**config.mk**
```make
export PLATFORM = sky130hd
export DESIGN_NAME = adc_ctrl
export DESIGN_NICKNAME = d
export VERILOG_FILES = /design/src/pkg/adc_ctrl_pkg.sv /design/src/core/conv_tick_gen.sv /design/src/core/hw_trig_sync.sv /design/src/core/adc_ctrl.sv
export VERILOG_INCLUDE_DIRS = /design/src /design/src/pkg
export SDC_FILE = /design/constraint.sdc
export NUM_CORES = 1
export LEC_CHECK = 0
export ABC_AREA = 1
export BUFFER_PORTS_ARGS = -buffer_cell sky130_fd_sc_hd__buf_2
export CORE_UTILIZATION = 62
export CTS_BUF_LIST = sky130_fd_sc_hd__clkbuf_8
export DETAILED_ROUTE_END_ITERATION = 8
export PLACE_DENSITY_LB_ADDON = 0.08
export SYNTH_ARGS = -nofsm -noshare
export SYNTH_HDL_FRONTEND = slang
export SYNTH_SLANG_ARGS = --single-unit
```
**constraint.sdc**
```tcl
create_clock -name pclk -period 4.1 [get_ports pclk]
set_input_delay 0.82 -clock pclk [delete_from_list [all_inputs] [get_ports pclk]]
set_output_delay 0.82 -clock pclk [all_outputs]
set_load 0.05 [all_outputs]
```
**src/pkg/adc_ctrl_consts.svh**
```systemverilog
`ifndef ADC_CTRL_CONSTS_SVH
`define ADC_CTRL_CONSTS_SVH
`define OFS_CTRL1 12'h000
`define OFS_CTRL2 12'h004
`define OFS_RES_HI 12'h008
`define OFS_RES_LO 12'h00C
`define OFS_CMP_HI 12'h010
`define OFS_CMP_LO 12'h014
`define OFS_CFG 12'h018
`define OFS_PIN_A 12'h01C
`define OFS_PIN_B 12'h020
`define OFS_MODE 12'h024
`define CH_OFF 5'h1F
`define CH_TEMP 5'h1A
`define CH_BGAP 5'h1B
`define CH_VREFH 5'h1D
`define CH_VREFL 5'h1E
`define RES_BITS 10
`define SAMPLE_SHORT 4'h3
`define SAMPLE_LONG 4'hF
`define SETTLE_CYCLES 2'h3
`endif

```
**src/pkg/adc_ctrl_pkg.sv**
```systemverilog
package adc_ctrl_pkg;
  typedef enum logic [3:0] {
    ST_IDLE = 4'b0001,
    ST_SAMPLE = 4'b0010,
    ST_CONVERT = 4'b0100,
    ST_DONE = 4'b1000
  } conv_state_e;
  typedef enum logic [1:0] {
    SRC_BUS = 2'h0,
    SRC_BUS_DIV2 = 2'h1,
    SRC_ALT = 2'h2,
    SRC_LOCAL = 2'h3
  } clk_src_t;
  typedef enum logic [2:0] {
    IN_PIN = 3'h0,
    IN_VREFL = 3'h1,
    IN_VREFH = 3'h2,
    IN_TEMP = 3'h3,
    IN_BGAP = 3'h4,
    IN_UNDEF = 3'h5,
    IN_OFF = 3'h6
  } input_kind_t;
endpackage

```
**src/core/conv_tick_gen.sv**
```systemverilog
`timescale 1ns/1ns
// makes a one-cycle conversion clock tick from the chosen source
module conv_tick_gen
  import adc_ctrl_pkg::*;
(
  input wire logic pclk,
  input wire logic presetn,
  input wire logic [1:0] clk_src,
  input wire logic [1:0] clock_divide_field,
  input wire logic alternate_conv_clock,
  input wire logic local_async_conv_clock,
  input wire logic deep_stop_mode,
  output logic conv_tick
);
  logic [2:0] alt_sync;
  logic [2:0] loc_sync;
  logic [3:0] div_cnt;
  logic [3:0] div_lim;
  logic src_edge;
  logic bus_half;
  // both slow sources pass two flops; third stage only feeds the edge detect
  always_ff @(posedge pclk or negedge presetn)
  begin
    if (!presetn)
    begin
      alt_sync <= 3'h0;
      loc_sync <= 3'h0;
      bus_half <= 1'b0;
    end
    else
    begin
      alt_sync <= {alt_sync[1:0], alternate_conv_clock};
      loc_sync <= {loc_sync[1:0], local_async_conv_clock};
      bus_half <= ~bus_half;
    end
  end
  // source choice; alternate clock blocked in deep stop
  always_comb
  begin
    unique case (clk_src_t'(clk_src))
      SRC_BUS: src_edge = 1'b1;
      SRC_BUS_DIV2: src_edge = bus_half;
      SRC_ALT: src_edge = alt_sync[1] & ~alt_sync[2] & ~deep_stop_mode;
      SRC_LOCAL: src_edge = loc_sync[1] & ~loc_sync[2];
    endcase
  end
  // divide by 1,2,4,8 applies to every source, alternate included
  assign div_lim = 4'((4'h1 << clock_divide_field) - 4'h1);
  always_ff @(posedge pclk or negedge presetn)
  begin
    if (!presetn)
      div_cnt <= 4'h0;
    else if (src_edge)
      div_cnt <= (div_cnt >= div_lim) ? 4'h0 : 4'(div_cnt + 4'h1);
  end
  always_ff @(posedge pclk or negedge presetn)
  begin
    if (!presetn)
      conv_tick <= 1'b0;
    else
      conv_tick <= src_edge && (div_cnt >= div_lim);
  end
endmodule

```
**src/core/hw_trig_sync.sv**
```systemverilog
`timescale 1ns/1ns
// catches rising edges of the periodic counter output as start pulses
module hw_trig_sync
(
  input wire logic pclk,
  input wire logic presetn,
  input wire logic hw_conv_trigger,
  output logic trig_pulse
);
  logic [2:0] sync;
  // not gated by deep stop: a counter on the slow source keeps firing
  // two flops then edge detect, so one edge gives exactly one pulse
  always_ff @(posedge pclk or negedge presetn)
  begin
    if (!presetn)
    begin
      sync <= 3'h0;
      trig_pulse <= 1'b0;
    end
    else
    begin
      sync <= {sync[1:0], hw_conv_trigger};
      trig_pulse <= sync[1] & ~sync[2]; // rising edge only
    end
  end
endmodule

```
**src/core/adc_ctrl.sv**
```systemverilog
`timescale 1ns/1ns
`include "adc_ctrl_consts.svh"
// converter control: apb registers, channel decode, sequencing, compare
module adc_ctrl
  import adc_ctrl_pkg::*;
(
  input wire logic pclk,
  input wire logic presetn,
  input wire logic psel,
  input wire logic penable,
  input wire logic pwrite,
  input wire logic [11:0] paddr,
  input wire logic [31:0] pwdata,
  output logic [31:0] prdata,
  output logic pready,
  output logic pslverr,
  input wire logic alternate_conv_clock,
  input wire logic local_async_conv_clock,
  input wire logic hw_conv_trigger,
  input wire logic deep_stop_mode,
  input wire logic comp_in,
  output logic [4:0] channel_select_field,
  output logic [2:0] input_kind,
  output logic [15:0] analog_pin_enable,
  output logic sar_power_on,
  output logic sample_switch,
  output logic [9:0] dac_code,
  output logic conv_irq
);
  logic [1:0] comp_sync;
  logic [1:0] settle;
  logic [4:0] chan;
  logic irq_en;
  logic cont;
  logic hw_trig_en;
  logic cmp_en;
  logic cmp_ge;
  logic [9:0] cmp_val;
  logic long_sample;
  logic low_power;
  logic eight_bit;
  logic [1:0] clk_src;
  logic [1:0] clk_div;
  logic [7:0] pin_a;
  logic [7:0] pin_b;
  logic conv_complete_flag;
  logic [9:0] result;
  logic [9:0] sar;
  logic [9:0] bit_mask;
  logic [3:0] samp_cnt;
  conv_state_e state;
  conv_state_e next_state;
  logic conv_tick;
  logic trig_pulse;
  logic comp_bit;
  // eight-bit mode drops the two lsbs, still right-justified
  function automatic logic [9:0] fmt_res(input logic [9:0] v, input logic eight);
    fmt_res = eight ? {2'h0, v[9:2]} : v;
  endfunction
  wire access = psel && penable;
  wire wr = access && pwrite;
  wire rd = access && !pwrite;
  wire wr_ctrl1 = wr && (paddr == `OFS_CTRL1);
  wire rd_res_lo = rd && (paddr == `OFS_RES_LO);
  wire chan_off = (chan == `CH_OFF);
  wire sw_start = wr_ctrl1 && (pwdata[4:0] != `CH_OFF);
  wire hw_start = hw_trig_en && trig_pulse && !chan_off && (state == ST_IDLE);
  wire sar_step = (state == ST_CONVERT) && conv_tick && (settle == 2'h0);
  // trial bit resolved, so compare and result see the final code
  wire [9:0] sar_kept = comp_bit ? sar : (sar & ~bit_mask);
  wire [9:0] fmt_result = fmt_res(sar_kept, eight_bit);
  wire cmp_true = cmp_ge ? (fmt_result >= cmp_val) : (fmt_result < cmp_val);
  wire conv_done = sar_step && bit_mask[0];
  // a restart while already sampling must reload as well
  wire load_samp = (next_state == ST_SAMPLE) && (state != ST_SAMPLE || wr_ctrl1);
  wire set_flag = conv_done && (!cmp_en || cmp_true);
  wire [3:0] samp_len = long_sample ? `SAMPLE_LONG : `SAMPLE_SHORT;
  wire addr_ok = (paddr[1:0] == 2'h0) && (paddr <= `OFS_MODE);

  // comparator sits on the analog side, so it gets two flops
  always_ff @(posedge pclk or negedge presetn)
  begin
    if (!presetn)
      comp_sync <= 2'h0;
    else
      comp_sync <= {comp_sync[0], comp_in};
  end
  assign comp_bit = comp_sync[1];

  // comparator answer trails a new trial code by three flops, so steps wait
  always_ff @(posedge pclk or negedge presetn)
  begin
    if (!presetn)
      settle <= 2'h0;
    else if (load_samp || sar_step)
      settle <= `SETTLE_CYCLES;
    else if (settle != 2'h0)
      settle <= 2'(settle - 2'h1);
  end

  conv_tick_gen u_tick
  (
    .pclk(pclk),
    .presetn(presetn),
    .clk_src(clk_src),
    .clock_divide_field(clk_div),
    .alternate_conv_clock(alternate_conv_clock),
    .local_async_conv_clock(local_async_conv_clock),
    .deep_stop_mode(deep_stop_mode),
    .conv_tick(conv_tick)
  );

  hw_trig_sync u_trig
  (
    .pclk(pclk),
    .presetn(presetn),
    .hw_conv_trigger(hw_conv_trigger),
    .trig_pulse(trig_pulse)
  );

  // control registers; cleared on reset with converter off
  always_ff @(posedge pclk or negedge presetn)
  begin
    if (!presetn)
    begin
      chan <= `CH_OFF;
      irq_en <= 1'b0;
      cont <= 1'b0;
      hw_trig_en <= 1'b0;
      cmp_en <= 1'b0;
      cmp_ge <= 1'b0;
      cmp_val <= 10'h000;
      long_sample <= 1'b0;
      low_power <= 1'b0;
      eight_bit <= 1'b0;
      clk_src <= 2'h0;
      clk_div <= 2'h0;
      pin_a <= 8'h00;
      pin_b <= 8'h00;
    end
    else if (wr)
    begin
      if (paddr == `OFS_CTRL1)
      begin
        chan <= pwdata[4:0];
        cont <= pwdata[5];
        irq_en <= pwdata[6];
      end
      if (paddr == `OFS_CTRL2)
      begin
        cmp_ge <= pwdata[4];
        cmp_en <= pwdata[5];
        hw_trig_en <= pwdata[6];
      end
      if (paddr == `OFS_CMP_HI)
        cmp_val[9:8] <= pwdata[1:0];
      if (paddr == `OFS_CMP_LO)
        cmp_val[7:0] <= pwdata[7:0];
      if (paddr == `OFS_CFG)
      begin
        clk_src <= pwdata[1:0];
        eight_bit <= !pwdata[2];
        long_sample <= pwdata[4];
        clk_div <= pwdata[6:5];
        low_power <= pwdata[7];
      end
      if (paddr == `OFS_PIN_A)
        pin_a <= pwdata[7:0];
      if (paddr == `OFS_PIN_B)
        pin_b <= pwdata[7:0];
    end
  end

  // sequencer: sample, then one bit per conversion tick that comes once settle is zero
  always_comb
  begin
    next_state = state;
    unique case (state)
      ST_IDLE: if (hw_start) next_state = ST_SAMPLE;
      ST_SAMPLE: if (conv_tick && samp_cnt == 4'h0) next_state = ST_CONVERT;
      ST_CONVERT: if (conv_done) next_state = ST_DONE;
      // continuous repeats unless hardware trigger is enabled; single returns to idle
      ST_DONE: next_state = (cont && !hw_trig_en) ? ST_SAMPLE : ST_IDLE;
    endcase
    if (sw_start && !hw_trig_en)
      next_state = ST_SAMPLE; // write aborts and restarts
    else if (wr_ctrl1)
      next_state = ST_IDLE;
    else if (chan_off)
      next_state = ST_IDLE; // no extra conversion when switched off
  end

  always_ff @(posedge pclk or negedge presetn)
  begin
    if (!presetn)
      state <= ST_IDLE;
    else
      state <= next_state;
  end

  // successive approximation, msb first
  always_ff @(posedge pclk or negedge presetn)
  begin
    if (!presetn)
    begin
      sar <= 10'h000;
      bit_mask <= 10'h000;
      samp_cnt <= 4'h0;
    end
    else if (load_samp)
    begin
      samp_cnt <= samp_len;
      sar <= 10'h200;
      bit_mask <= 10'h200;
    end
    else if (state == ST_SAMPLE && conv_tick && samp_cnt != 4'h0)
      samp_cnt <= 4'(samp_cnt - 4'h1);
    else if (sar_step)
    begin
      // keep trial bit if input above dac level, then try next bit
      sar <= sar_kept | (bit_mask >> 1);
      bit_mask <= bit_mask >> 1;
    end
  end

  // result kept until the next finished conversion that passes the compare, or any one when compare is off
  always_ff @(posedge pclk or negedge presetn)
  begin
    if (!presetn)
      result <= 10'h000;
    else if (conv_done && (!cmp_en || cmp_true))
      result <= sar_kept;
  end

  // flag: set wins over the clear by write or low read
  always_ff @(posedge pclk or negedge presetn)
  begin
    if (!presetn)
      conv_complete_flag <= 1'b0;
    else if (set_flag)
      conv_complete_flag <= 1'b1;
    else if (wr_ctrl1 || rd_res_lo)
      conv_complete_flag <= 1'b0;
  end

  // read mux; reserved bits read zero
  logic [31:0] rdata_mux;
  wire [9:0] res_out = fmt_res(result, eight_bit);
  always_comb
  begin
    rdata_mux = 32'h0;
    unique case (paddr)
      `OFS_CTRL1: rdata_mux = {24'h0, conv_complete_flag, irq_en, cont, chan};
      `OFS_CTRL2: rdata_mux = {24'h0, (state != ST_IDLE), hw_trig_en, cmp_en, cmp_ge, 4'h0};
      `OFS_RES_HI: rdata_mux = {30'h0, res_out[9:8]};
      `OFS_RES_LO: rdata_mux = {24'h0, res_out[7:0]};
      `OFS_CMP_HI: rdata_mux = {30'h0, cmp_val[9:8]};
      `OFS_CMP_LO: rdata_mux = {24'h0, cmp_val[7:0]};
      `OFS_CFG: rdata_mux = {24'h0, low_power, clk_div, long_sample, 1'b0, !eight_bit, clk_src};
      `OFS_PIN_A: rdata_mux = {24'h0, pin_a};
      `OFS_PIN_B: rdata_mux = {24'h0, pin_b};
      default: rdata_mux = 32'h0;
    endcase
  end

  // apb answer: zero wait state, error on unmapped address
  always_ff @(posedge pclk or negedge presetn)
  begin
    if (!presetn)
    begin
      prdata <= 32'h0;
      pready <= 1'b0;
      pslverr <= 1'b0;
    end
    else
    begin
      prdata <= (psel && !penable && !pwrite) ? rdata_mux : prdata;
      pready <= psel && !penable;
      pslverr <= psel && !penable && !addr_ok;
    end
  end

  // channel decode onto analog mux controls
  logic [2:0] kind;
  always_comb
  begin
    if (chan[4] == 1'b0)
      kind = IN_PIN;
    else if (chan <= 5'h15)
      kind = IN_VREFL;
    else if (chan == `CH_TEMP)
      kind = IN_TEMP;
    else if (chan == `CH_BGAP)
      kind = IN_BGAP; // bandgap buffer enable is software's job
    else if (chan == `CH_VREFH)
      kind = IN_VREFH;
    else if (chan == `CH_VREFL)
      kind = IN_VREFL;
    else if (chan_off)
      kind = IN_OFF;
    else
      kind = IN_UNDEF; // result meaningless here
  end

  // all outputs registered
  always_ff @(posedge pclk or negedge presetn)
  begin
    if (!presetn)
    begin
      channel_select_field <= `CH_OFF;
      input_kind <= IN_OFF;
      analog_pin_enable <= 16'h0000;
      sar_power_on <= 1'b0;
      sample_switch <= 1'b0;
      dac_code <= 10'h000;
      conv_irq <= 1'b0;
    end
    else
    begin
      channel_select_field <= chan;
      input_kind <= kind;
      analog_pin_enable <= {pin_b, pin_a};
      sar_power_on <= !chan_off && (state != ST_IDLE || cont);
      sample_switch <= (state == ST_SAMPLE);
      dac_code <= sar;
      conv_irq <= conv_complete_flag && irq_en;
    end
  end
endmodule

```
==> results by stage, run 1 <==
Placement:
- The number of port buffers is 76.
- In this run, placement finished with an instance count of 1026.
- The post-place setup slack is 999 ps.
- At the end of routability-driven placement, the weighted congestion stood at 0.904.
- The final HPWL from detailed placement is 11.6 mm.

Routing:
- The total detailed-routing wirelength is 16.0 mm.
- Wire segments on met3 add up to 941 um in the final route.
- The detailed router put a total of 7.28 mm of wire on met1.
- The DRC violation count after routing is 0.
- The count of vias placed by the detailed router is 5651.
- The detailed-routed wire length on met2 is 7.36 mm.
- The top layer used by detailed routing is met4.
- The number of routed nets with antenna violations is 0.
- The iteration count of the initial detailed-routing pass is 6.
- After detailed routing, the average wire length per cell comes to 15.1 um.
- The DRC violation total after the first TritonRoute iteration is 379.
- Dividing the detail-routed via count by the number of cells gives 5.34.

Worst setup path:
- The launch instance of the worst register-to-register path is comp_sync[1].
- The reg-to-reg setup timing slack is 1110 ps.
- The worst endpoint required time is 4450 ps.
- STA classifies the critical path endpoint as a flop.
- The kind of critical path is reg2reg.
- The number of cell instances on the worst register-to-register path is 13.
- The largest driver fanout on the critical path is 11.
- In this run the critical register-to-register path is captured at result[2].
- The kind of start point of the critical path is a flop.
- The critical path arrival is 3340 ps.

Synthesis:
- The biggest area contributor in the post-synthesis netlist is dfrtp_1.
- The async set or reset register ratio after synthesis is 1.00.
- The proportion of synthesized chip area in sequential cells is 0.529.
- The number of library cell types mapped by synthesis is 35.
- The number of warnings printed during yosys synthesis is 0.
- After synthesis, the cell types taking the most area are dfrtp_1 48%, nand2_1 12%, o21ai_0 5.4%.
- The mapped cell area is 0.00708 mm^2.
- The register bit count reported by yosys is 149.
- The number of enable flip-flop cells after synthesis is 0.
- The cell count after synthesis came out at 828.
- Among all flip-flop cells after synthesis, the most frequent one is dfrtp_1.
- A synthesized cell averages 8.56 um^2.
- The top-area cell type share of the netlist area is 0.480.

Timing:
- Setup violations remaining at the end of the flow were counted as 0.
- The max-slew violation count came to 0.
- The max-slew headroom at the worst pin is 0.406.
- For this run, the top clock speed supported by timing is 0.335 GHz.
- The transition time at the pin with the least slew margin is 891 ps.
- The sum of negative setup slack is 0 ps.
- The worst path meets setup with 1110 ps of slack.
- The post-layout minimum cycle time is 2990 ps.
- The number of endpoints with negative hold slack in the final report is 0.
- Of the available clock period, the critical path in the final layout requires 0.729.
- Setup repair after global routing left no endpoint under its margin.
- The largest clock skew in the final design is 9.88 ps.

Clock network:
- After clock tree synthesis, the repair step resized 0 gates.
- Buffers inserted during clock tree synthesis total 17.
- The TritonCTS clock tree is built.
- The number of buffers added to fix hold violations after cts is 0.
- The clock insertion delay at the later pin of the skew report is 460 ps.
- Counting along the longest clock path gives a buffer depth of 2.
- CTS built an H-tree with a depth of 4.
- The root cell of the clock tree is clkbuf_8.
- The clock-pin slew of the registers on the worst-case setup and hold paths is 80 ps.
- The tree built by TritonCTS fans out to 149 sinks.
- The number of buffers inserted by post-CTS setup repair is 0.

Flow run:
- The tool flagged a number of max-cap violations equal to 0.

Finish:
- The antenna diode count is 0.
- For this run, the share of the core covered by cells in the final layout is 0.721.
- The growth of design area from synthesis to finish is 11.8%.
- The number of non-filler instances in the completed layout is 1058.
- The layout filler cell count is 881.
- The number of nets in the layout is 976.
- The fraction of layout instances using a drive strength above 1 is 0.183.

Min path:
- The number of stages on the worst hold path is 0.
- The classification of the worst-slack hold path is reg2reg.
- For hold timing, the worst endpoint is comp_sync[1].
- The startpoint identified for the worst hold timing path is comp_sync[0].

Floorplanning:
- The starting utilization of the core area is 0.645.
- The placement row count is 38.
- The die area is 0.0119 mm^2.
- The count of pins on the block boundary is 125.
- The height of the chip is 109 um.
- The standard cell core area is 0.0110 mm^2.
- The die is 109 um wide.

Global routing:
- The initial antenna violation count is 0.
- The maximum number of pins on one net before global-route repair is 100.
- The number of global-route vias before repair is 5213.
- The global-route usage over all layers is 0.292.
- For this run the aggregate overflow at the end of global routing stands at 0.
- The first global-routing pass estimated 25.5 mm of wire.

Pwr:
- The largest vdd supply drop is 0.000356 V.
- The cell leakage power is 4.25 nW.
- The final total power is 0.00291 W.
- The total power per unit cell area is 368 mW/mm^2.

Run status:
- The flow ran to the end, and the final reports show no timing, DRC or antenna violations.
## stage by stage
step	hold slack, ps	cell area [um^2]
floorplan	331	7170
global placement	335	7490
detailed placement	338	7490
CTS	357	7920
global route	368	7920
finish	355	7920
## flip-flops by register name, summed over array words and instances (netlist names), 4 cells and up
| signal | flops |
|---|---|
| cmp_val | 10 |
| u_tick.div_cnt | 4 |
| bit_mask | 10 |
| analog_pin_enable | 16 |
| sar | 10 |
| samp_cnt | 4 |
| dac_code | 10 |
| channel_select_field | 5 |
| prdata | 8 |
| state | 4 |
| result | 10 |
| pin_b | 8 |
| pin_a | 8 |
| chan | 5 |
## final cells by class
| cell class | count | area [um^2] | share of cell area |
|---|---|---|---|
| Clock buffer | 18 | 248 | 0.0313 |
| Clock inverter | 14 | 185 | 0.0234 |
| Sequential cell | 149 | 3740 | 0.473 |
| Inverter | 108 | 405 | 0.0512 |
| Tap cell | 140 | 175 | 0.0221 |
| Timing Repair Buffer | 81 | 437 | 0.0551 |
| Multi-Input combinational cell | 548 | 2730 | 0.344 |
## metal layers
layer / GRT usage / vias up
met5: 0 / -
met4: 0.127 / 0
met3: 0.0747 / 33
met2: 0.443 / 199
met1: 0.398 / 2666
li1: - / 2753
## synth_stat cells, types with 2 or more instances
| library cell | n |
|---|---|
| nand2_1 | 233 |
| dfrtp_1 | 136 |
| inv_1 | 101 |
| o21ai_0 | 77 |
| nand3_1 | 52 |
| nor2_1 | 48 |
| buf_4 | 24 |
| nand3_2 | 18 |
| ha_1 | 17 |
| clkbuf_1 | 15 |
| dfstp_2 | 13 |
| a21oi_1 | 11 |
| nand4_1 | 10 |
| nor2_2 | 8 |
| nor3_1 | 8 |
| o22ai_1 | 8 |
| inv_2 | 7 |
| nor2_4 | 5 |
| buf_2 | 4 |
| nand2_2 | 4 |
| nand3b_1 | 4 |
| xor2_1 | 4 |
| o211ai_1 | 3 |
| o21ai_1 | 3 |
| a211oi_1 | 2 |
| buf_6 | 2 |
| mux2i_1 | 2 |
| o311ai_0 | 2 |
## cell usage in the layout (no fill, tap or decap), drive strengths merged
cell type / instances
a211oi: 2
a21boi: 1
a21oi: 11
buf: 81
bufinv: 4
clkbuf: 18
clkinv: 3
clkinvlp: 4
conb: 24
dfrtp: 136
dfstp: 13
ha: 17
inv: 111
mux2i: 2
nand2: 237
nand3: 71
nand3b: 4
nand4: 10
nor2: 61
nor3: 8
o2111ai: 1
o211ai: 3
o21ai: 80
o221ai: 1
o22ai: 8
o311ai: 2
or2: 1
xor2: 4
## cells by family (layout without fill, tap and decap cells)
kind of cell    after synthesis  in the layout  share of synthesized area
simple gates                392            392                      0.252
buf+inv                     154            221                     0.0987
flops                       149            149                      0.529
compound gates              109            109                     0.0827
fa+ha+maj                    17             17                     0.0300
xor+xnor                      4              4                    0.00494
mux                           2              2                    0.00283
other cells                   1             24                   0.000529
## power breakdown
group / switching [W] / internal [W]
Clock: 0.000546 / 0.000674
Sequential: 0.0000109 / 0.00149
Combinational: 0.000148 / 0.0000462
Total: 0.000704 / 0.00221
## worst max-delay path: stages, from the launching register on
cell     delay (ps)
dfrtp_1         510
o21ai_0         510
o21ai_0         180
ha_1            330
nand2_1          50
nor2_1          170
nand3_1         100
o21ai_0         190
inv_1            50
o21ai_0         150
buf_4           200
nand2_1         230
nand2_1         150
nand2_1          60
## worst max-delay path by stage
stage	start	end	slack, ps	cells after the start
2_1_floorplan	eight_bit	result[1]	1440	15
3_3_place_gp	paddr[1]	sar[8]	1040	12
3_5_place_dp	paddr[9]	sar[7]	1000	12
4_1_cts	comp_sync[1]	result[2]	1130	13
5_1_grt	comp_sync[1]	result[1]	730	13
6_report	comp_sync[1]	result[2]	1110	13
Power figures use the tool's default switching activity.
==> run 2: changes to the inputs <==
- ABC_AREA: 1 -> 0
- CORE_UTILIZATION: 62 -> 58
- clock period: 4.1 -> 3 ns (I/O delays scaled with it)
==> run 2 against run 1 <==
Net effect:
- the flow now finishes with violations (design-rule violations)
- sequential cell count unchanged
- register-to-register slack got worse by 890 ps
- worst setup slack worse by 890 ps
- final cell count fell by 19%
- critical path type unchanged
- largest power group unchanged
==> results by stage, run 2 <==
Floorplanning:
- The width of the die was 111 um (+1.9%).
- The count of pins on the block boundary is 125 (unchanged).
- The starting utilization of the core area is 0.598 (-0.0472).
- The die area is 0.0123 mm^2 (+3.8%).
- The height of the chip is 111 um (+1.9%).
- The placement row count is 39 (+2.6%).
- The standard cell core area is 0.0115 mm^2 (+4.9%).

Worst setup path:
- The worst setup path is captured at a flop.
- The critical path arrival was 3090 ps (-250 ps).
- The worst setup path is of the reg2reg kind.
- The worst endpoint required time is 3320 ps (-1130 ps).
- The largest driver fanout on the critical path came to 8 (-3).
- The kind of start point of the critical path is a flop.

Run status:
- The run finished, with violations left.
- The final reports fail on design-rule violations.

Synthesis:
- The largest family of logic cells by synthesized area is simple AND/OR/NAND/NOR gates.
- The most used flip-flop cell after synthesis is dfrtp_1.
- The dominant cell by count in the synthesized netlist is dfrtp_1.
- The mapped cell area is 0.00688 mm^2 (-2.8%).
- The number of library cell types mapped by synthesis was 70 (+100%).
- By area the synthesized netlist is led by dfrtp_1 49%, dfstp_2 5.0%, mux2_2 4.6%.
- The synthesized instance count is 610 (-26%).
- Of all cell types, the one taking the most synthesized area is dfrtp_1.
- The proportion of synthesized chip area in sequential cells is 0.544 (+0.0154).
- The register bit count reported by yosys is 149 (unchanged).
- Sorting the synthesized cells by how often they occur yields 136 x dfrtp_1, 46 x nand2_1, 40 x inv_1.
- The async set or reset register ratio after synthesis is 1.00 (unchanged).
- The number of warnings printed during yosys synthesis is 0 (unchanged).
- The adder-cell area share of the yosys netlist is 0.0309 (+0.000873).
- The number of enable flip-flop cells after synthesis is 0 (unchanged).
- The average cell area after synthesis is 11.3 um^2 (+32%).
- The multiplexer fraction of the synthesized cell area is 0.120 (+0.117).
- The top-area cell type share of the netlist area came to 0.494 (+0.0140).
- The basic-gate share of the synthesized area counting and, or, nand and nor cells is 0.125 (-0.126).
- The compound-gate portion of the synthesized area is 0.109 (+0.0264).
- The fraction of synthesized cell area in xor and xnor cells is 0.00509 (+0.000144).

Timing:
- The maximum clock frequency is 0.360 GHz (+7.6%).
- Setup repair after global routing left no endpoint under its margin.
- The number of endpoints failing setup at the final stage is 0 (unchanged).
- The transition time at the pin with the least slew margin is 693 ps (-199 ps).
- The least setup slack across all paths after layout is 223 ps (-888 ps).
- The sum of negative setup slack was 0 ps (unchanged).
- The ratio of final minimum period to clock period is 0.926 (+0.197).
- The number of endpoints with negative hold slack in the final report is 0 (unchanged).
- The post-layout minimum cycle time is 2780 ps (-212 ps).
- The max-slew violation count was 0 (unchanged).
- The largest clock skew in the final design was 8.23 ps (-1.65 ps).
- The max-slew headroom at the worst pin is 0.538 (+0.132).

Finish:
- The register ranked first by flip-flop count is analog_pin_enable.
- The number of flip-flops in the largest register was 16 (unchanged).
- The area growth from synthesis to layout is 14.0%.
- The number of non-filler instances in the completed layout is 859 (-19%).
- The most common cell after layout, fill and taps aside is dfrtp_1.
- The final design area excluding fillers came to 0.00785 mm^2 (-0.93%).
- The antenna diode count was 0 (unchanged).
- The number of nets in the layout is 774 (-21%).
- The fraction of layout instances using a drive strength above 1 is 0.265 (+0.0824).
- The core utilization of the finished layout is 0.681 (-0.0398).
- Leaving out fill and tap cells, the most frequent cells in the layout are 136 x dfrtp_1, 75 x buf_2, 46 x nand2_1.

Clock network:
- The number of sinks handled by clock tree synthesis is 149 (unchanged).
- The clock insertion delay at the later pin of the skew report is 450 ps (about the same).
- The number of buffers added to fix hold violations after cts is 0 (unchanged).
- The number of buffers inserted by post-CTS setup repair was 0 (unchanged).
- The clock-pin slew of the registers on the worst-case setup and hold paths is 80 ps (about the same).
- The number of instances resized during post-cts repair came to 0 (unchanged).
- The TritonCTS clock tree is built.
- The maximum level of the CTS H-tree came to 4 (unchanged).
- The root cell of the clock tree is clkbuf_8.
- The maximum clock path buffer count was 2 (unchanged).
- The number of buffers inserted during clock tree synthesis is 17 (unchanged).

Routing:
- The DRC violation total after the first TritonRoute iteration is 252 (-34%).
- The DRC violation count after routing is 24 (+24).
- The average detailed-routed wire length per instance is 17.1 um (+13%).
- The number of routed nets with antenna violations was 0 (unchanged).
- The total detailed-routing wirelength came to 14.7 mm (-7.9%).
- The iteration count of the initial detailed-routing pass is 7 (+1).
- The count of vias placed by the detailed router is 4849 (-14%).
- The post-detailed-route via-to-cell ratio came to 5.64 (+5.7%).

Pwr:
- The part of the total power dissipated in sequential elements is 0.508 (-0.007).
- The clock power share is 0.409 (-0.009).
- The total power per unit cell area came to 517 mW/mm^2 (+41%).
- The internal power summed over all cells is 0.00306 W (+39%).
- The switching power share of the total is 0.246 (+0.00456).
- The cell leakage power came to 3.93 nW (-7.6%).
- The largest vdd supply drop is 0.000410 V (+15%).
- The net switching power of the design is 0.00100 W (+42%).
- The fraction of power consumed by combinational cells is 0.083 (+0.016).

Global routing:
- The global-route wire length before repair came to 24.1 mm (-5.5%).
- The initial antenna violation count is 0 (unchanged).
- The global-route usage over all layers was 0.257 (-0.0358).
- The number of global-route vias before repair is 4698 (-9.9%).
- The maximum number of pins on one net before global-route repair is 80 (-20%).
- The sum of overflow across all layers after global routing came to 0 (unchanged).

Placement:
- The placer congestion estimate is 0.873 (-3.5%).
- The post-place setup slack is 213 ps (-786 ps).
- The placed cell count is 827 (-19%).
- The cell area after placement came to 0.00741 mm^2 (-1.0%).
- The final HPWL from detailed placement is 10.8 mm (-6.9%).
- The number of port buffers is 76 (unchanged).

Flow run:
- The count of max-cap constraint violations is 0 (unchanged).

Min path:
- The classification of the worst-slack hold path is in2async.
## run 2: cell types whose count changed after synthesis, sizes merged, moves of 24 or more
cell and change:
nand2 -191, mux2 +48, o21ai -41, a21oi +24
nor2 -29, inv -68, nand3 -57, mux2i +24
## run 2: power by group through the flow
stage               combinational, W  sequential, W  clock [W]
floorplan                   0.000227        0.00212          0
global placement            0.000330        0.00210          0
detailed placement          0.000341        0.00210          0
CTS                         0.000342        0.00206    0.00169
global route                0.000371        0.00207    0.00177
finish                      0.000338        0.00206    0.00166
## run 2: per-layer routing
layer / global-route usage / vias to the layer above / share of wire / wire length [um]
li1: - / 2290 / - / -
met1: 0.339 / 2402 / 0.45 / 6610
met2: 0.415 / 134 / 0.48 / 7130
met3: 0.0498 / 23 / 0.045 / 666
met4: 0.111 / 0 / 0.020 / 299
met5: 0 / - / 0 / 0
## run 2: stage by stage
stage                     power, W  hold WS [ps]
after detailed placement   0.00244           335
after floorplan            0.00234           304
after CTS                  0.00409           190
after global routing       0.00421           232
final                      0.00406           171
after global placement     0.00243           334
## run 2: layout make-up
class / count / area, um^2
sequential: 149 / 3740
fill: 908 / 3670
multi-input combinational: 397 / 2780
timing repair buffer: 98 / 564
clock buffer: 18 / 248
clock inverter: 14 / 186
tap: 143 / 179
inverter: 40 / 150
## run 2: cells by family (layout without fill, tap and decap cells)
group	Yosys count	in the layout
compound gates	120	120
xor+xnor	4	4
fa+ha+maj	17	17
buf+inv	87	170
flops	149	149
mux	74	74
other cells	1	24
simple gates	158	158
## run 2: final timing paths
check / startpoint / end / slack [ps] / cells past startpoint
min in group pclk: hw_conv_trigger / u_trig.sync[0] / 250 / 1
setup reg to reg: comp_sync[1] / result[6] / 220 / 10
max in group asynchronous: presetn / result[7] / 2070 / 2
setup / recovery: comp_sync[1] / result[6] / 220 / 10
hold reg to reg: u_trig.sync[0] / u_trig.sync[1] / 350 / 0
hold / removal: presetn / prdata[6] / 170 / 1
## run 2: critical path, cell delays in order (launching register included)
cell       delay, ps
dfrtp_1          460
o21ai_0          410
mux2i_1          180
ha_1             330
and4_1           180
nand3_1          120
a31o_2           260
nand4_1          100
nand4bb_1        250
buf_4            250
mux2i_1          110
==> run 3: changes to the inputs <==
- CORE_UTILIZATION: 58 -> 52
- MAX_ROUTING_LAYER: default -> met4
- clock period: 3 -> 2.5 ns (I/O delays scaled with it)
==> run 3 against run 2 <==
Net effect:
- the run now ends clean
- core utilization is 3.3 points lower
- final cell count rose by 6.8%
- worst setup slack worse by 150 ps
- clock-buffer cell count unchanged
- register-to-register slack got worse by 150 ps
- first-iteration DRC count grew 13%
- worst hold slack got worse by 19 ps
- clock skew grew 3.9 ps
- combinational power is 30% higher
- sequential cell count did not move
- final area grew 5.6%
- clock power up 26%
- largest power group unchanged
- highest routed layer unchanged
==> results by stage, run 3 (synthesis results as in run 2) <==
Finish:
- The register ranked first by flip-flop count is analog_pin_enable.
- The layout filler cell count is 1017 (+12%).
- The antenna diode count is 0 (unchanged).
- The most common cell after layout, fill and taps aside is dfrtp_1.
- The core utilization of the finished layout was 0.649 (-0.0325).
- The number of flip-flops in the largest register is 16 (unchanged).
- The number of nets in the layout is 803 (+3.7%).
- The top cell types in the final layout, fill and taps aside, are 134 x dfrtp_1, 75 x buf_2, 44 x buf_4.
- The flip-flop and latch area is 0.00375 mm^2 (about the same).
- The growth of design area from synthesis to finish is 20.4%.
- The number of non-filler instances in the completed layout is 917 (+6.8%).
- The fraction of layout instances using a drive strength above 1 came to 0.325 (+0.0595).
- The area occupied by multi-input gates is 0.00289 mm^2 (+4.0%).

Pwr:
- The largest vdd supply drop was 0.000316 V (-23%).
- The cell leakage power was 4.14 nW (+5.2%).
- The total power per unit cell area was 604 mW/mm^2 (+17%).

Routing:
- The count of vias placed by the detailed router was 4905 (+1.2%).
- The iteration count of the initial detailed-routing pass was 5 (-2).
- The average detailed-routed wire length per instance came to 16.6 um (-3.0%).
- The DRC violation count after routing is 0 (-100%).
- The total detailed-routing wirelength is 15.2 mm (+3.6%).
- The post-detailed-route via-to-cell ratio is 5.35 (-5.2%).
- The DRC violation total after the first TritonRoute iteration came to 285 (+13%).
- The number of routed nets with antenna violations is 0 (unchanged).

Clock network:
- The number of buffers inserted during clock tree synthesis is 17 (unchanged).
- The root cell of the clock tree is clkbuf_8.
- The clock insertion delay at the later pin of the skew report is 450 ps (about the same).
- The maximum level of the CTS H-tree is 4 (unchanged).
- The number of sinks handled by clock tree synthesis is 149 (unchanged).
- TritonCTS built the clock tree.
- The clock-pin slew of the registers on the worst-case setup and hold paths is 80 ps (about the same).
- The maximum clock path buffer count is 2 (unchanged).

Floorplanning:
- The height of the chip is 117 um (+5.5%).
- The count of pins on the block boundary is 125 (unchanged).
- The standard cell core area was 0.0128 mm^2 (+11%).
- The width of the die is 117 um (+5.5%).
- The die area is 0.0137 mm^2 (+11%).
- The starting utilization of the core area is 0.539 (-0.0588).
- The placement row count is 41 (+5.1%).

Min path:
- Along the worst hold path, the cell count comes to 1.
- The classification of the worst-slack hold path is in2reg.
- The worst hold path begins at comp_in.

Global routing:
- The initial antenna violation count is 0 (unchanged).
- The number of global-route vias before repair came to 4596 (-2.2%).
- The global-route usage over all layers is 0.247 (-0.00918).
- The global-route wire length before repair is 24.0 mm (-0.51%).
- The maximum number of pins on one net before global-route repair is 56 (-30%).
- The sum of overflow across all layers after global routing is 0 (unchanged).

Timing:
- The post-layout minimum cycle time came to 2430 ps (-347 ps).
- Setup repair after global routing could not meet its margin everywhere.
- The number of endpoints failing setup at the final stage came to 0 (unchanged).
- The ratio of final minimum period to clock period came to 0.972 (+0.0462).
- The number of endpoints with negative hold slack in the final report is 0 (unchanged).
- The post-route worst hold slack is 152 ps (-18.7 ps).
- The maximum clock frequency is 0.412 GHz (+14%).
- The largest clock skew in the final design is 12.1 ps (+3.87 ps).
- The max-slew violation count was 0 (unchanged).

Worst setup path:
- The kind of critical path is reg2reg.
- In this run the critical register-to-register path is launched from comp_sync[1].
- The signal on the critical path passes through o21ai_1 > buf_4 > buf_6 > mux2i_1 > ha_1 > o211ai_1 > a31o_2 > nand4_1 > nand4bb_4 > mux2_4.
- STA classifies the critical path startpoint as a flop.
- The stage delay of the slowest cell on the critical path is 500 ps (+40 ps).
- On the critical path, the stage with the largest delay is an instance of dfrtp_2.
- The endpoint class of the critical path is a flop.
- The largest driver fanout on the critical path is 8 (unchanged).
- The number of cell instances on the worst register-to-register path was 10 (unchanged).
- The kind of cell adding the most delay to the critical path is compound AO/OA/AOI/OAI gates.
- The worst endpoint required time was 2840 ps (-480 ps).
- The most critical setup path has its startpoint at comp_sync[1].
- The number of buffer and inverter instances along the worst setup path came to 2 (+1).
- The critical path arrival came to 2770 ps (-320 ps).
- The number of cells on the critical path is 10 (unchanged).

Placement:
- The final HPWL from detailed placement is 11.2 mm (+3.4%).
- The placed cell count came to 883 (+6.8%).
- The number of port buffers is 76 (unchanged).
- The placer congestion estimate came to 0.882 (+1.0%).

Run status:
- The flow ran to the end, and the final reports show no timing, DRC or antenna violations.

Flow run:
- The count of max-cap constraint violations came to 0 (unchanged).
==> run 3: cell type report <==
type                            count  area share
Clock buffer                       18      0.0299
Clock inverter                     14      0.0252
Inverter                           40      0.0187
Multi-Input combinational cell    397       0.348
Sequential cell                   149       0.452
Tap cell                          172      0.0260
Timing Repair Buffer              127       0.100
==> run 3: what timing repair did <==
action	4_1_cts	5_1_grt
hold buffers	1	0
gates resized for setup	3	36
cloned	0	0
pin swaps	0	21
setup buffers	0	2
endpoints found under the setup margin	10	29
hold endpoints to repair	44	0
==> run 3: power breakdown <==
group          switching (W)  total (W)  internal, W  leakage (nW)
clock network       0.000883    0.00209      0.00121         0.232
registers          0.0000249    0.00248      0.00245          1.81
logic               0.000299   0.000441     0.000143          2.09
==> run 3: worst paths after layout <==
| path | endpoint | slack [ps] |
|---|---|---|
| worst min-delay path | comp_sync[0] | 150 |
| min in group asynchronous | analog_pin_enable[1] | 540 |
| max in group asynchronous | channel_select_field[0] | 1280 |
| worst min register to register | u_trig.sync[1] | 350 |
| worst max-delay path | result[2] | 70 |
| worst max register to register | result[2] | 70 |
==> run 3: metal layers <==
metal	vias up	track usage	share of wire
li1	2347	-	-
met1	2409	0.321	0.46
met2	132	0.385	0.49
met3	17	0.0587	0.043
met4	0	0.0776	0.011
met5	-	-	0
==> run 3: metrics by stage <==
step / setup slack (ps) / total power, W / TNS (ps) / cell area, um^2
2_1_floorplan: 30.8 / 0.00281 / 0 / 6970
3_3_place_gp: -65.6 / 0.00294 / -1540 / 7690
3_5_place_dp: -95.1 / 0.00295 / -2610 / 7690
4_1_cts: 18.7 / 0.00505 / 0 / 8170
5_1_grt: -22.6 / 0.00522 / -68.1 / 8290
6_report: 70.4 / 0.00501 / 0 / 8290
